===== src/acs_pkg.sv =====
// Shared constants and carriers for the converter sequencer.
// Assumes one system clock; all timing counts are in half converter cycles.
package acs_pkg;

  // ---------------------------------------------------------------
  // Register map (byte offsets on APB)
  // ---------------------------------------------------------------
  localparam logic [7:0] ACS_CTRL_OFS = 8'h00;
  localparam logic [7:0] ACS_SEL_OFS  = 8'h04;
  localparam logic [7:0] ACS_STAT_OFS = 8'h08;
  localparam logic [7:0] ACS_DATA_OFS = 8'h0C;

  // ---------------------------------------------------------------
  // Field positions
  // ---------------------------------------------------------------
  localparam int ACS_CTRL_EN_POS    = 0;
  localparam int ACS_CTRL_START_POS = 1;
  localparam int ACS_CTRL_AUTO_POS  = 2;
  localparam int ACS_CTRL_FREE_POS  = 3;
  localparam int ACS_CTRL_IE_POS    = 4;
  localparam int ACS_CTRL_PS_POS    = 8;
  localparam int ACS_SEL_CH_POS     = 0;
  localparam int ACS_SEL_REF_POS    = 6;
  localparam int ACS_STAT_DONE_POS  = 0;
  localparam int ACS_STAT_BUSY_POS  = 1;
  localparam int ACS_STAT_SYNC_POS  = 2;
  localparam int ACS_STAT_FIRST_POS = 3;

  // ---------------------------------------------------------------
  // Reset values and codes
  // ---------------------------------------------------------------
  localparam logic [2:0]  ACS_PS_RST      = 3'h1;
  localparam logic [4:0]  ACS_CH_RST      = 5'h00;
  localparam logic [1:0]  ACS_REF_RST     = 2'h0;
  localparam logic [4:0]  ACS_DIFF_BASE   = 5'h08;
  localparam logic [1:0]  ACS_REF_PIN     = 2'h0;
  localparam logic [1:0]  ACS_REF_SUPPLY  = 2'h1;
  localparam logic [1:0]  ACS_REF_INT     = 2'h3;
  localparam logic [9:0]  ACS_FULL_SCALE  = 10'h3FF;

  // ---------------------------------------------------------------
  // Conversion timing, in half converter clock cycles from start (unlock lead: before done)
  // ---------------------------------------------------------------
  localparam logic [5:0] ACS_FIRST_SH   = 6'd29;
  localparam logic [5:0] ACS_FIRST_DONE = 6'd50;
  localparam logic [5:0] ACS_NORM_SH    = 6'd3;
  localparam logic [5:0] ACS_NORM_DONE  = 6'd26;
  localparam logic [5:0] ACS_AUTO_SH    = 6'd4;
  localparam logic [5:0] ACS_AUTO_DONE  = 6'd27;
  localparam logic [5:0] ACS_DIFF_SH    = 6'd5;
  localparam logic [5:0] ACS_DIFF_DONE  = 6'd28;
  localparam logic [5:0] ACS_UNLOCK_LEAD = 6'd2;

  typedef enum logic [1:0] {ACS_IDLE, ACS_PEND, ACS_CONV} acs_state_t;

  typedef struct packed {
    logic [4:0] channel;
    logic [1:0] reference;
  } acs_sel_t;

endpackage : acs_pkg


===== src/acs_prescaler.sv =====
// Converter clock prescaler: half-cycle tick enable from the system clock.
// Assumes the caller gates it with the clock enable and a clear.
`timescale 1ns/1ps
module acs_prescaler #(
  parameter int W = 8
) (
  input  wire logic         sys_clk,
  input  wire logic         rst,
  input  wire logic         clk_en,
  input  wire logic         clear,
  input  wire logic [2:0]   div_sel,
  output logic              half_tick
);

  typedef struct packed {
    logic [W-1:0] count;
  } acs_ps_state_t;

  acs_ps_state_t st;
  acs_ps_state_t next_st;
  logic [W-1:0]  mask;

  always_comb begin
    mask = W'((1 << div_sel) - 1);
    half_tick = !clear && ((st.count & mask) == mask);
    next_st = st;
    if (clear) begin
      next_st.count = '0;
    end else begin
      next_st.count = st.count + W'(1);
    end
  end

  always_ff @(posedge sys_clk or posedge rst) begin
    if (rst) begin
      st <= '0;
    end else if (clk_en) begin
      st <= next_st;
    end
  end

endmodule : acs_prescaler


===== src/acs_sequencer.sv =====
// Conversion sequencer for a successive-approximation converter, APB slave.
// Assumes the analog core returns its code on sar_result at conversion end.
//
// Overview of operation
// - First conversion 14.5/25 cycles; normal 1.5/13; auto-triggered 2/13.5.
// - Differential user starts take 13 cycles if sync clock low, else 14.
// - Free running differential restarts take 14 cycles, but 25 when restarting after the first conversion.
// - Selection buffered; active copy tracks buffer until start, then frozen.
// - Active selection resumes tracking in last converter cycle before done.
// - Start at next rising converter edge; software waits a cycle to reselect.
// - Free running: conversion under way keeps the previous channel.
// - Reference field picks supply, internal 2.56V or external pin.
// - Single-ended overrange gives full scale code 0x3FF.
// - Noise sleep starts a conversion once the processor has halted, if interrupt enabled and not auto-triggered.
// - Completion raises interrupt request even if already woken.
// - Other sleep modes never disable the converter automatically.
// - Completion stores result, sets done flag, clears start in single mode.
// - Free running restarts at once, start bit stays set.
//
// Design decisions made here: the APB interface to the registers and the register addresses.
`timescale 1ns/1ps
module acs_sequencer #(
  parameter int PS_W = 8
) (
  input  wire logic        sys_clk,
  input  wire logic        rst,
  input  wire logic        clk_en,
  // APB slave
  input  wire logic        psel,
  input  wire logic        penable,
  input  wire logic        pwrite,
  input  wire logic [7:0]  paddr,
  input  wire logic [31:0] pwdata,
  output logic [31:0]      prdata,
  output logic             pready,
  output logic             pslverr,
  // Trigger and sleep controller
  input  wire logic        trigger_in,
  input  wire logic        cpu_halted,
  input  wire logic        sleep_quiet_mode,
  // Analog core
  input  wire logic [9:0]  sar_result,
  input  wire logic        sar_overrange,
  output logic             sample_hold,
  output logic             conv_active,
  output logic [4:0]       channel_select_field,
  output logic [2:0]       ref_source_onehot,
  output logic             irq_request
);

  // ---------------------------------------------------------------
  // State
  // ---------------------------------------------------------------
  typedef struct packed {
    // control_status_a_reg
    logic                converter_enable_bit;
    logic                conversion_start_bit;
    logic                auto_trigger_enable_bit;
    logic                free_run;
    logic                irq_enable;
    logic [2:0]          prescale;
    logic                conversion_done_flag;
    // channel_ref_select_reg: buffer and active copy
    acs_pkg::acs_sel_t   buf_sel;
    acs_pkg::acs_sel_t   act_sel;
    logic                locked;
    logic [9:0]          result;
    acs_pkg::acs_state_t state;
    logic [5:0]          half_cnt;
    logic [5:0]          sh_at;
    logic [5:0]          done_at;
    logic                first_pending;
    logic                half_phase;
    logic                half_rate_sync_clock;
    logic                trig_prev;
    logic                sleep_armed;
    logic                pend_auto;
    // Registered outputs
    logic [31:0]         rdata;
    logic                ready;
    logic                slverr;
    logic                sh_pulse;
    logic [2:0]          ref_oh;
    logic                irq;
  } acs_state_all_t;

  acs_state_all_t st;
  acs_state_all_t next_st;

  logic       half_tick;
  logic       ps_clear;
  logic       full_edge;
  logic       trig_edge;
  logic       bus_acc;
  logic       is_diff;
  logic       start_now;
  logic       auto_start;
  logic       sleep_start;
  logic       finish;
  logic       restart;
  logic [9:0] capture;

  // Prescaler is cleared while disabled and on a trigger edge
  assign trig_edge = st.converter_enable_bit && st.auto_trigger_enable_bit
                     && !st.free_run && trigger_in && !st.trig_prev
                     && (st.state == acs_pkg::ACS_IDLE);
  assign ps_clear  = !st.converter_enable_bit || trig_edge;

  acs_prescaler #(
    .W         (PS_W)
  ) i_acs_prescaler (
    .sys_clk   (sys_clk),
    .rst       (rst),
    .clk_en    (clk_en),
    .clear     (ps_clear),
    .div_sel   (st.prescale),
    .half_tick (half_tick)
  );

  // ---------------------------------------------------------------
  // Next state
  // ---------------------------------------------------------------
  always_comb begin
    next_st   = st;
    bus_acc   = psel && penable && st.ready;
    full_edge = half_tick && st.half_phase;
    is_diff   = st.buf_sel.channel >= acs_pkg::ACS_DIFF_BASE;
    finish    = (st.state == acs_pkg::ACS_CONV) && half_tick
                && (st.half_cnt + 6'd1 == st.done_at);
    restart   = finish && st.free_run && st.auto_trigger_enable_bit;
    start_now = (st.state == acs_pkg::ACS_PEND) && full_edge;
    auto_start = trig_edge;
    sleep_start = st.converter_enable_bit && st.sleep_armed && cpu_halted
                  && sleep_quiet_mode && st.irq_enable
                  && !st.auto_trigger_enable_bit
                  && (st.state == acs_pkg::ACS_IDLE)
                  && !st.conversion_start_bit;
    capture   = (sar_overrange && !(st.act_sel.channel >= acs_pkg::ACS_DIFF_BASE))
                ? acs_pkg::ACS_FULL_SCALE : sar_result;

    next_st.trig_prev = trigger_in;
    next_st.sh_pulse  = 1'b0;

    // Converter clock phase and half-rate sync clock
    if (!st.converter_enable_bit || trig_edge) begin
      next_st.half_phase = 1'b0;
    end else if (half_tick) begin
      next_st.half_phase = !st.half_phase;
    end
    if (!st.converter_enable_bit) begin
      next_st.half_rate_sync_clock = 1'b0;
    end else if (full_edge) begin
      next_st.half_rate_sync_clock = !st.half_rate_sync_clock;
    end

    // Sleep arming: one automatic conversion per halt
    if (!cpu_halted) begin
      next_st.sleep_armed = 1'b1;
    end else if (sleep_start) begin
      next_st.sleep_armed = 1'b0;
    end

    // Active selection follows the buffer while unlocked and enabled
    if (!st.locked && st.converter_enable_bit) begin
      next_st.act_sel = st.buf_sel;
    end

    case (st.state)
      acs_pkg::ACS_IDLE: begin
        if (auto_start) begin
          next_st.state     = acs_pkg::ACS_CONV;
          next_st.pend_auto = 1'b1;
        end else if ((st.conversion_start_bit || sleep_start)
                     && st.converter_enable_bit) begin
          next_st.state     = acs_pkg::ACS_PEND;
          next_st.pend_auto = 1'b0;
        end
        if (sleep_start) begin
          next_st.conversion_start_bit = 1'b1;
        end
      end
      acs_pkg::ACS_PEND: begin
        if (start_now) begin
          next_st.state = acs_pkg::ACS_CONV;
        end
      end
      acs_pkg::ACS_CONV: begin
        if (half_tick) begin
          next_st.half_cnt = st.half_cnt + 6'd1;
          if (st.half_cnt + 6'd1 == st.sh_at) begin
            next_st.sh_pulse = 1'b1;
          end
          if (st.half_cnt + 6'd1 == st.done_at - acs_pkg::ACS_UNLOCK_LEAD) begin
            next_st.locked = 1'b0;
          end
        end
        if (finish) begin
          next_st.result               = capture;
          next_st.conversion_done_flag = 1'b1;
          next_st.first_pending        = 1'b0;
          if (restart) begin
            next_st.state = acs_pkg::ACS_CONV;
          end else begin
            next_st.state                = acs_pkg::ACS_IDLE;
            next_st.conversion_start_bit = 1'b0;
          end
        end
      end
      default: begin
        next_st.state = acs_pkg::ACS_IDLE;
      end
    endcase

    // Conversion start: lock selection and choose the timing profile
    if ((st.state == acs_pkg::ACS_IDLE && auto_start) || start_now || restart) begin
      next_st.locked   = 1'b1;
      next_st.half_cnt = 6'd0;
      if (!(st.state == acs_pkg::ACS_CONV)) begin
        next_st.act_sel = st.buf_sel;
      end
      // on a free running restart the copy taken during unlock is used
      if (st.first_pending) begin
        next_st.sh_at   = acs_pkg::ACS_FIRST_SH;
        next_st.done_at = acs_pkg::ACS_FIRST_DONE;
      end else if (is_diff && (restart || st.half_rate_sync_clock)) begin
        next_st.sh_at   = acs_pkg::ACS_DIFF_SH;
        next_st.done_at = acs_pkg::ACS_DIFF_DONE;
      end else if (auto_start) begin
        next_st.sh_at   = acs_pkg::ACS_AUTO_SH;
        next_st.done_at = acs_pkg::ACS_AUTO_DONE;
      end else begin
        next_st.sh_at   = acs_pkg::ACS_NORM_SH;
        next_st.done_at = acs_pkg::ACS_NORM_DONE;
      end
    end

    // Disable aborts any conversion and re-arms the long first conversion
    if (!st.converter_enable_bit) begin
      next_st.state         = acs_pkg::ACS_IDLE;
      next_st.locked        = 1'b0;
      next_st.first_pending = 1'b1;
    end

    // APB: one wait state, then the access completes
    next_st.ready  = psel && penable && !st.ready;
    next_st.slverr = 1'b0;
    next_st.rdata  = 32'h0000_0000;
    if (psel && penable && !st.ready) begin
      case (paddr)
        acs_pkg::ACS_CTRL_OFS: begin
          next_st.rdata[acs_pkg::ACS_CTRL_EN_POS]    = st.converter_enable_bit;
          next_st.rdata[acs_pkg::ACS_CTRL_START_POS] = st.conversion_start_bit;
          next_st.rdata[acs_pkg::ACS_CTRL_AUTO_POS]  = st.auto_trigger_enable_bit;
          next_st.rdata[acs_pkg::ACS_CTRL_FREE_POS]  = st.free_run;
          next_st.rdata[acs_pkg::ACS_CTRL_IE_POS]    = st.irq_enable;
          next_st.rdata[acs_pkg::ACS_CTRL_PS_POS +: 3] = st.prescale;
        end
        acs_pkg::ACS_SEL_OFS: begin
          next_st.rdata[acs_pkg::ACS_SEL_CH_POS +: 5]  = st.buf_sel.channel;
          next_st.rdata[acs_pkg::ACS_SEL_REF_POS +: 2] = st.buf_sel.reference;
        end
        acs_pkg::ACS_STAT_OFS: begin
          next_st.rdata[acs_pkg::ACS_STAT_DONE_POS]  = st.conversion_done_flag;
          next_st.rdata[acs_pkg::ACS_STAT_BUSY_POS]  = st.state != acs_pkg::ACS_IDLE;
          next_st.rdata[acs_pkg::ACS_STAT_SYNC_POS]  = st.half_rate_sync_clock;
          next_st.rdata[acs_pkg::ACS_STAT_FIRST_POS] = st.first_pending;
        end
        acs_pkg::ACS_DATA_OFS: begin
          next_st.rdata[9:0] = st.result;
        end
        default: begin
          next_st.slverr = 1'b1;
        end
      endcase
    end

    if (bus_acc && pwrite) begin
      case (paddr)
        acs_pkg::ACS_CTRL_OFS: begin
          // only software ever clears the enable
          next_st.converter_enable_bit    = pwdata[acs_pkg::ACS_CTRL_EN_POS];
          next_st.auto_trigger_enable_bit = pwdata[acs_pkg::ACS_CTRL_AUTO_POS];
          next_st.free_run                = pwdata[acs_pkg::ACS_CTRL_FREE_POS];
          next_st.irq_enable              = pwdata[acs_pkg::ACS_CTRL_IE_POS];
          next_st.prescale                = pwdata[acs_pkg::ACS_CTRL_PS_POS +: 3];
          // Writing zero never aborts; hardware owns the clear
          if (pwdata[acs_pkg::ACS_CTRL_START_POS] && pwdata[acs_pkg::ACS_CTRL_EN_POS]) begin
            next_st.conversion_start_bit = 1'b1;
          end
        end
        acs_pkg::ACS_SEL_OFS: begin
          next_st.buf_sel.channel   = pwdata[acs_pkg::ACS_SEL_CH_POS +: 5];
          next_st.buf_sel.reference = pwdata[acs_pkg::ACS_SEL_REF_POS +: 2];
        end
        acs_pkg::ACS_STAT_OFS: begin
          // Write one to clear; a completion in the same cycle wins
          if (pwdata[acs_pkg::ACS_STAT_DONE_POS] && !finish) begin
            next_st.conversion_done_flag = 1'b0;
          end
        end
        default: begin
        end
      endcase
    end

    // Reference source decode
    case (st.act_sel.reference)
      acs_pkg::ACS_REF_PIN:    next_st.ref_oh = 3'h1;
      acs_pkg::ACS_REF_SUPPLY: next_st.ref_oh = 3'h2;
      acs_pkg::ACS_REF_INT:    next_st.ref_oh = 3'h4;
      default:                 next_st.ref_oh = 3'h1;
    endcase

    // Request stays raised until the flag is cleared, even after wake-up
    next_st.irq = next_st.conversion_done_flag && next_st.irq_enable;
  end

  // ---------------------------------------------------------------
  // Registers
  // ---------------------------------------------------------------
  always_ff @(posedge sys_clk or posedge rst) begin
    if (rst) begin
      st                   <= '0;
      st.prescale          <= acs_pkg::ACS_PS_RST;
      st.buf_sel.channel   <= acs_pkg::ACS_CH_RST;
      st.buf_sel.reference <= acs_pkg::ACS_REF_RST;
      st.act_sel.channel   <= acs_pkg::ACS_CH_RST;
      st.act_sel.reference <= acs_pkg::ACS_REF_RST;
      st.state             <= acs_pkg::ACS_IDLE;
      st.first_pending     <= 1'b1;
      st.ref_oh            <= 3'h1;
    end else if (clk_en) begin
      st <= next_st;
    end
  end

  assign prdata               = st.rdata;
  assign pready               = st.ready;
  assign pslverr              = st.slverr;
  assign sample_hold          = st.sh_pulse;
  assign conv_active          = st.locked;
  assign channel_select_field = st.act_sel.channel;
  assign ref_source_onehot    = st.ref_oh;
  assign irq_request          = st.irq;

endmodule : acs_sequencer


===== config.mk =====
export PLATFORM = sky130hd
export DESIGN_NAME = acs_sequencer
export DESIGN_NICKNAME = d
export VERILOG_FILES = /design/src/acs_pkg.sv /design/src/acs_prescaler.sv /design/src/acs_sequencer.sv
export SDC_FILE = /design/constraint.sdc
export NUM_CORES = 1
export LEC_CHECK = 0
export BUFFER_PORTS_ARGS = -buffer_cell sky130_fd_sc_hd__buf_2
export CAP_MARGIN = 30
export CORE_ASPECT_RATIO = 2
export CORE_MARGIN = 1.5
export CORE_UTILIZATION = 51
export CTS_BUF_LIST = sky130_fd_sc_hd__clkbuf_2 sky130_fd_sc_hd__clkbuf_4 sky130_fd_sc_hd__clkbuf_8
export DETAILED_ROUTE_END_ITERATION = 7
export GPL_TIMING_DRIVEN = 0
export PLACE_DENSITY = 0.88
export SETUP_SLACK_MARGIN = 0.2
export SLEW_MARGIN = 20
export SYNTH_ARGS = -nofsm -noshare
export SYNTH_HDL_FRONTEND = slang
export SYNTH_SLANG_ARGS = --single-unit

===== constraint.sdc =====
create_clock -name sys_clk -period 2.6 [get_ports sys_clk]
set_clock_uncertainty 0.15 [all_clocks]
set_input_delay 0.13 -clock sys_clk [delete_from_list [all_inputs] [get_ports sys_clk]]
set_output_delay 0.13 -clock sys_clk [all_outputs]
set_load 0.05 [all_outputs]

==> results of run 1 <==
kinds of logic after synthesis:
group	after synthesis	share of synthesized area, %
flip-flops	81	43.66
multiplexers	37	9.712
AO/OA/AOI/OAI	92	15.39
adder cells (fa/ha/maj)	4	1.076
AND/OR/NAND/NOR	142	15.68
other	1	0.08063
buffers and inverters	75	10.06
XOR/XNOR	23	4.331
critical path: stages (launching register included):
cell and delay (ns):
dfrtp_1 0.38, buf_6 0.13, or3_4 0.39, ha_4 0.29, nor2_2 0.03, nor2_1 0.10, o211a_1 0.24, nand2_2 0.11
o41ai_4 0.39, nand2b_1 0.14, mux2_4 0.28
state kept, by name (all words and copies together), names as in the netlist:
signal and count:
channel_select_field 5, st 50, prdata 11, pready 1, ref_source_onehot 3, i_acs_prescaler.st 7, sample_hold 1, pslverr 1
conv_active 1, irq_request 1
synthesized netlist by cell type, drive strengths merged (3+ instances only):
cell / instances / area share (%)
dfrtp: 78 / 42
buf: 51 / 8.1
nand2: 45 / 3.8
nor2: 33 / 2.7
o21ai: 33 / 4.3
mux2: 26 / 6.5
inv: 15 / 1.2
o2bb2ai: 15 / 2.8
xnor2: 13 / 2.4
nor3: 11 / 1.3
a21oi: 10 / 1.1
xor2: 10 / 1.9
clkbuf: 8 / 0.65
mux2i: 8 / 1.7
nand3: 8 / 0.86
and3: 6 / 0.83
nand4: 6 / 0.81
and2: 5 / 0.67
nand2b: 5 / 0.67
a22o: 4 / 0.75
ha: 4 / 1.1
o22ai: 4 / 0.67
o31ai: 4 / 0.94
or3: 4 / 0.54
dfstp: 3 / 1.7
mux4: 3 / 1.5
nor2b: 3 / 0.56
nor3b: 3 / 0.48
o211a: 3 / 0.65
or2: 3 / 0.40
final cells by class:
| class | count | area, µm² |
|---|---|---|
| plain buffers | 59 | 431.7 |
| clock buffers | 10 | 137.6 |
| clock inverters | 6 | 41.29 |
| fillers | 637 | 2923 |
| inverters | 16 | 62.56 |
| multi-input cells | 319 | 2449 |
| flip-flops and latches | 81 | 2031 |
| well taps | 102 | 127.6 |
| repair buffers | 106 | 748.2 |
layout by cell type, fill, tap and decap left out, types with 7 or more instances in the layout:
cell type / count
nor2_1: 31
clkbuf_1: 8
a21oi_1: 8
inv_1: 14
buf_6: 12
xor2_1: 10
clkbuf_8: 10
dlygate4sd3_1: 25
o21ai_2: 13
buf_4: 50
mux2_4: 10
nand2_1: 42
o2bb2ai_1: 13
nor3_1: 7
mux2_2: 16
dfrtp_1: 78
mux2i_1: 8
xnor2_1: 12
o21ai_0: 16
conb_1: 21
nand3_1: 8
buf_2: 66
per-layer routing:
layer	part of all wire (%)	track usage, %
met5	0	0
met4	7.5	19.84
met3	4.0	3.863
met2	56	49.90
met1	32	26.09
power by group:
group / total, mW / internal (mW) / switching (mW) / leakage (nW)
registers: 1.28 / 1.27 / 0.00934 / 1.08
logic: 0.289 / 0.103 / 0.186 / 1.82
clock network: 0.853 / 0.374 / 0.479 / 0.0964
total: 2.42 / 1.75 / 0.675 / 2.99
what timing repair did:
item	in CTS	in global routing
hold endpoints to repair	67	0
setup endpoints to repair	40	44
hold buffers	25	0
pin swaps	17	10
resized for setup	31	10
setup buffers	16	1
final timing paths:
check                                    from                          endpoint  slack (ns)  cells after the start
setup / recovery           st[93]$_DFFE_PP0P_                st[46]$_DFFE_PP0P_       -0.15                     10
hold / removal                       paddr[1]               pslverr$_DFFE_PP0P_        0.06                      4
setup reg to reg           st[93]$_DFFE_PP0P_                st[46]$_DFFE_PP0P_       -0.15                     10
hold reg to reg            st[65]$_DFFE_PP0P_                st[65]$_DFFE_PP0P_        0.33                      2
max in group asynchronous                 rst  ref_source_onehot[0]$_DFFE_PP1P_        1.42                      4
min in group asynchronous                 rst             prdata[8]$_DFFE_PP0P_        0.22                      3
through the flow:
stage | hold slack [ns] | setup slack, ns
after floorplan | 0.07645 | 0.008742
after global placement | 0.1911 | -0.6266
after detailed placement | 0.06856 | -0.2829
after CTS | 0.03847 | -0.1129
after global routing | 0.09456 | -0.2168
final | 0.05924 | -0.1499
==> run_results.csv, run 1 <==
group,metric,value,unit
setup_path,criticalPathCategory,"reg2reg",
route,drc,0,
sta,grt_setup_unrepaired,"true",
run,cap_violations,0,
sta,finalCritPeriodShare,105.8,%
setup_path,crit_arrival,2.86,ns
run_status,outcome,"complete, but fails checks",
clock_network,clockRootBuffer,"clkbuf_8",
yosys,async_flop_share,100.0,%
setup_path,endpoint_kind,"register",
global_route,grt_pass1_vias,4243,
cells_and_area,nets,656,
placed_design,place_inst,641,
global_route,grt_max_degree,43,
yosys,synth_seq_cells,81,
power,vdd_drop_max,0.0006834,V
setup_path,critPathLaunchType,"register",
route,first_iter_violations,220,
route,ant_nets,0,
cells_and_area,antennaDiodeCount,0,
placed_design,placed_area,5280,µm²
sta,setup_viol,24,
yosys,synth_edf_count,0,
placed_design,place_congestion,0.9036,
floorplanning,rows,49,
yosys,seq_area_frac_synth,43.66,%
sta,max_freq,363.6,MHz
yosys,synth_cell_types,70,
cells_and_area,syn_to_final_growth,29.62,%
power,power.density,401.9,nW/µm²
placed_design,port_buffers,61,
floorplanning,start_util,51.96,%
setup_path,crit_required,2.71,ns
sta,tightestPinTransition,0.6737,ns
cells_and_area,drive_above_1_share,38.86,%
sta,slew_viol_final,0,
global_route,antenna_found_initial,0,
yosys,syn-cell-area,4651,µm²
floorplanning,boundaryPins,105,
power,power.total,2.423,mW
global_route,grt.overflow.total,0,
cells_and_area,final_cells,699,
global_route,grt_usage,27.05,%
hold_path,hp-class,"in2reg",
floorplanning,die_w,70.53,µm
clock_network,cts_tree,"built",
route,wl_per_cell,18.21,µm
clock_network,clk_pin_slew,0.08,ns
floorplanning,die-area,9736,µm²
yosys,synthCells,455,
global_route,grt_pass1_wl,20530,µm
power,leakage,2.993,nW
route,via_per_inst,5.721,
floorplanning,die_y,138.1,µm
clock_network,clock_path_buffers,2,
yosys,ys_warn_count,0,
clock_network,clk_latency,0.37,ns
setup_path,cp_max_fo,5,
sta,slew_headroom,55.09,%
sta,fin_crit,2.750,ns
run_status,violations,"setup timing",
cells_and_area,design_area,6028,µm²
clock_network,htreeDepth,3,
yosys,avgSynthCellArea,10.22,µm²
clock_network,cts_buffers,9,
clock_network,clock-sinks,81,
yosys,ys_dominant_reg_cell,"dfrtp_1",
floorplanning,core-area,8951,µm²
placed_design,dpl.hpwl,8980,µm
route,dr.pass1.iters,5,
sta,fin_ws,-0.1499,ns
cells_and_area,final_util,67.35,%
route,vias,3999,
sta,hold_viol_final,0,
route,routed_wl,12730,µm
sta,setup_tns,-2.187,ns
(Power assumes the default switching activity.)
==> run 2: changes to the inputs <==
--- a/config.mk
+++ b/config.mk
@@ -5,6 +5,7 @@
 export SDC_FILE = /design/constraint.sdc
 export NUM_CORES = 1
 export LEC_CHECK = 0
+export ABC_AREA = 1
 export BUFFER_PORTS_ARGS = -buffer_cell sky130_fd_sc_hd__buf_2
 export CAP_MARGIN = 30
 export CORE_ASPECT_RATIO = 2
@@ -13,6 +14,7 @@
 export CTS_BUF_LIST = sky130_fd_sc_hd__clkbuf_2 sky130_fd_sc_hd__clkbuf_4 sky130_fd_sc_hd__clkbuf_8
 export DETAILED_ROUTE_END_ITERATION = 7
 export GPL_TIMING_DRIVEN = 0
+export HOLD_SLACK_MARGIN = 0.15
 export PLACE_DENSITY = 0.88
 export SETUP_SLACK_MARGIN = 0.2
 export SLEW_MARGIN = 20
==> run 2 against run 1 <==
  * Sequential share of layout area hardly changed
  * Synthesized cell count up 34%
  * Critical path depth is 7 higher
  * First-iteration DRC count is 60% higher
  * Non-clock buffer count up 3
  * Synthesized area is 0.40% higher
  * Setup slack better by 0.18 ns
  * Count of clock-buffer cells in the layout is 1 higher
  * Cell area is 0.21% higher
  * The flow now finishes without violations
  * Largest cell class unchanged
  * Wire length grew 9.9%
==> run_results.csv, run 2 <==
group,metric,value,unit
setup_path,critPathLaunchType,"register",
yosys,avgSynthCellArea,7.642,µm²
placed_design,port_buffers,61,
cells_and_area,top_register,"st",
yosys,synth_seq_cells,81,
yosys,synth_top_family_by_area,"simple AND/OR/NAND/NOR gates",
sta,hold_viol_final,0,
cells_and_area,layout_commonest_cell,"nand2_1",
cells_and_area,final_cell_mix,"nand2_1 (150), inv_1 (75), dfrtp_1 (75)",
run,cap_violations,0,
cells_and_area,largest_reg_flops,50,
global_route,grt_usage,27.39,%
floorplanning,boundaryPins,105,
global_route,antenna_found_initial,0,
floorplanning,core-area,8951,µm²
placed_design,post-place-ws,-0.09197,ns
cells_and_area,design_area,6041,µm²
route,drc,0,
route,via_per_inst,5.498,
clock_network,cts_tree,"built",
cells_and_area,seqCellArea,2034,µm²
yosys,async_flop_share,100.0,%
global_route,grt_pass1_wl,21000,µm
yosys,synth_top_area_share,41.80,%
setup_path,crit_required,2.75,ns
route,met2_length,7541,µm
placed_design,placed_area,5200,µm²
sta,slew_viol_final,0,
floorplanning,die-area,9774,µm²
sta,finalCritPeriodShare,99.00,%
sta,tightestPinTransition,0.7656,ns
sta,fin_crit,2.574,ns
setup_path,crit_arrival,2.72,ns
clock_network,clk_pin_slew,0.09,ns
yosys,netlist.top_cell.by_area,"dfrtp_1",
yosys,syn-cell-area,4669,µm²
global_route,grt_max_degree,44,
route,vias,4734,
cells_and_area,drive_above_1_share,26.35,%
route,met3_length,794,µm
floorplanning,die_w,70.66,µm
sta,fin_ws,0.02604,ns
sta,setup_viol,0,
power,p_clk_share,36.2,%
floorplanning,start_util,52.17,%
clock_network,clockRootBuffer,"clkbuf_8",
power,power.switching,0.8154,mW
setup_path,cp_max_fo,5,
route,routed_wl,13980,µm
route,drt-met1-wl,4535,µm
power,leakage,3.227,nW
power,vdd_drop_max,0.0006695,V
yosys,synthCells,611,
cells_and_area,final_cells,861,
run_status,outcome,"complete, no violations",
placed_design,dpl.hpwl,9162,µm
power,pwr-share-comb,16.1,%
route,ant_nets,0,
cells_and_area,num-fill-cells,674,
power,intPower,1.944,mW
route,wl_per_cell,16.24,µm
power,switching_share,29.55,%
setup_path,r2r_setup_slack,0.03,ns
route,dr.pass1.iters,5,
global_route,grt.overflow.total,0,
clock_network,cts_buffers,9,
floorplanning,die_y,138.3,µm
clock_network,clock_path_buffers,2,
hold_path,hp-class,"in2async",
sta,grt_setup_unrepaired,"true",
yosys,synthAdderAreaFrac,1.072,%
yosys,yosys-mux-area-fraction,0.7235,%
yosys,synth_common_cells,"nand2_1 (157), dfrtp_1 (78), inv_1 (78)",
yosys,seq_area_frac_synth,43.49,%
placed_design,place_inst,795,
route,top_layer_used,"met4",
floorplanning,rows,49,
global_route,grt_pass1_vias,4570,
yosys,synth_cell_types,39,
cells_and_area,multiInputGateArea,2137,µm²
yosys,synth_xor_area_share,2.626,%
yosys,synth_edf_count,0,
cells_and_area,antennaDiodeCount,0,
power,power.density,456.8,nW/µm²
sta,max_freq,388.5,MHz
yosys,synth.area.top_cells,"dfrtp_1 (42%), nand2_1 (13%), buf_4 (6.9%)",
setup_path,criticalPathCategory,"reg2reg",
yosys,ys_warn_count,0,
yosys,synth-compound-area-share,11.76,%
yosys,yosys.area_share.simple,25.05,%
yosys,yosys.cell_count.top_type,"nand2_1",
clock_network,clk_latency,0.37,ns
cells_and_area,nets,818,
sta,slew_headroom,48.77,%
power,seqPwrFrac,47.8,%
route,first_iter_violations,353,
clock_network,htreeDepth,3,
setup_path,endpoint_kind,"register",
cells_and_area,syn_to_final_growth,29.37,%
clock_network,clock-sinks,81,
placed_design,place_congestion,0.9127,
yosys,ys_dominant_reg_cell,"dfrtp_1",
run 2: cells by family after synthesis:
family | Yosys count
AOI/OAI and AO/OA | 97
xor gates and xnor gates | 14
adders and majority gates | 4
buffers and inverters | 141
DFF | 81
muxes | 3
other | 1
and+or+nand+nor | 270
run 2: per-layer routing:
metal / vias to the layer above / global-route usage [%]
met1: 2207 / 26.53
met2: 255 / 50.10
met3: 91 / 3.863
met4: 0 / 20.95
li1: 2181 / -
met5: - / 0
run 2: layout make-up:
cell class                      count  share of cell area (%)
Timing Repair Buffer              112                   13.28
Multi-Input combinational cell    409                   35.38
Clock inverter                      5                   1.036
Buffer                             56                   6.607
Tap cell                          102                   2.113
Clock buffer                       11                   2.506
Sequential cell                    81                   33.68
Inverter                           85                   5.406
run 2: worst max-delay path, stage by stage, from the launching register on:
cell and delay, ns:
dfstp_2 0.60, nor2_4 0.06, nand2_4 0.07, ha_4 0.15
inv_2 0.05, nor2_2 0.08, nand2_1 0.08, nand2_1 0.09
nor2_2 0.05, nor2_2 0.11, nand3_2 0.14, nor2_4 0.20
nand2_4 0.11, nor2_4 0.19, buf_6 0.12, buf_6 0.11
o21ai_2 0.05, nand2_1 0.10
run 2: power by group through the flow:
stage	Combinational, mW	Sequential (mW)	Clock (mW)
final	0.444	1.32	0.998
after CTS	0.437	1.32	0.988
after global routing	0.476	1.32	1.06
after global placement	0.393	1.34	0
after floorplan	0.298	1.35	0
after detailed placement	0.404	1.34	0
run 2: timing repair:
item,4_1_cts,5_1_grt
gates cloned,2,2
endpoints found under the hold margin,125,0
pin swaps,7,13
buffers inserted,10,6
hold buffers,30,0
resized for setup,26,28
endpoints found under the setup margin,32,40
run 2: through the flow:
stage	setup TNS, ns	hold WS (ns)	power [mW]	utilization (%)
floorplan	0	0.07645	1.646	-
global placement	-47.76	0.1944	1.734	57.84
detailed placement	-0.7492	0.07254	1.746	58.09
CTS	0	0.2166	2.743	65.68
global route	-0.5961	0.2309	2.861	67.49
finish	0	0.2120	2.759	67.49
run 2: path summary, 6_finish.rpt:
check                                   startpoint                                to  cells after the start
worst max-delay path            st[91]$_DFFE_PP1P_                st[69]$_DFFE_PP0P_                     17
worst min-delay path                           rst                st[46]$_DFFE_PP0P_                      3
min in group sys_clk                 sar_overrange                st[69]$_DFFE_PP0P_                      5
max in group asynchronous                      rst                st[91]$_DFFE_PP1P_                      4
worst max register to register  st[91]$_DFFE_PP1P_                st[69]$_DFFE_PP0P_                     17
worst min register to register  st[77]$_DFFE_PP0P_  ref_source_onehot[1]$_DFFE_PP0P_                      1
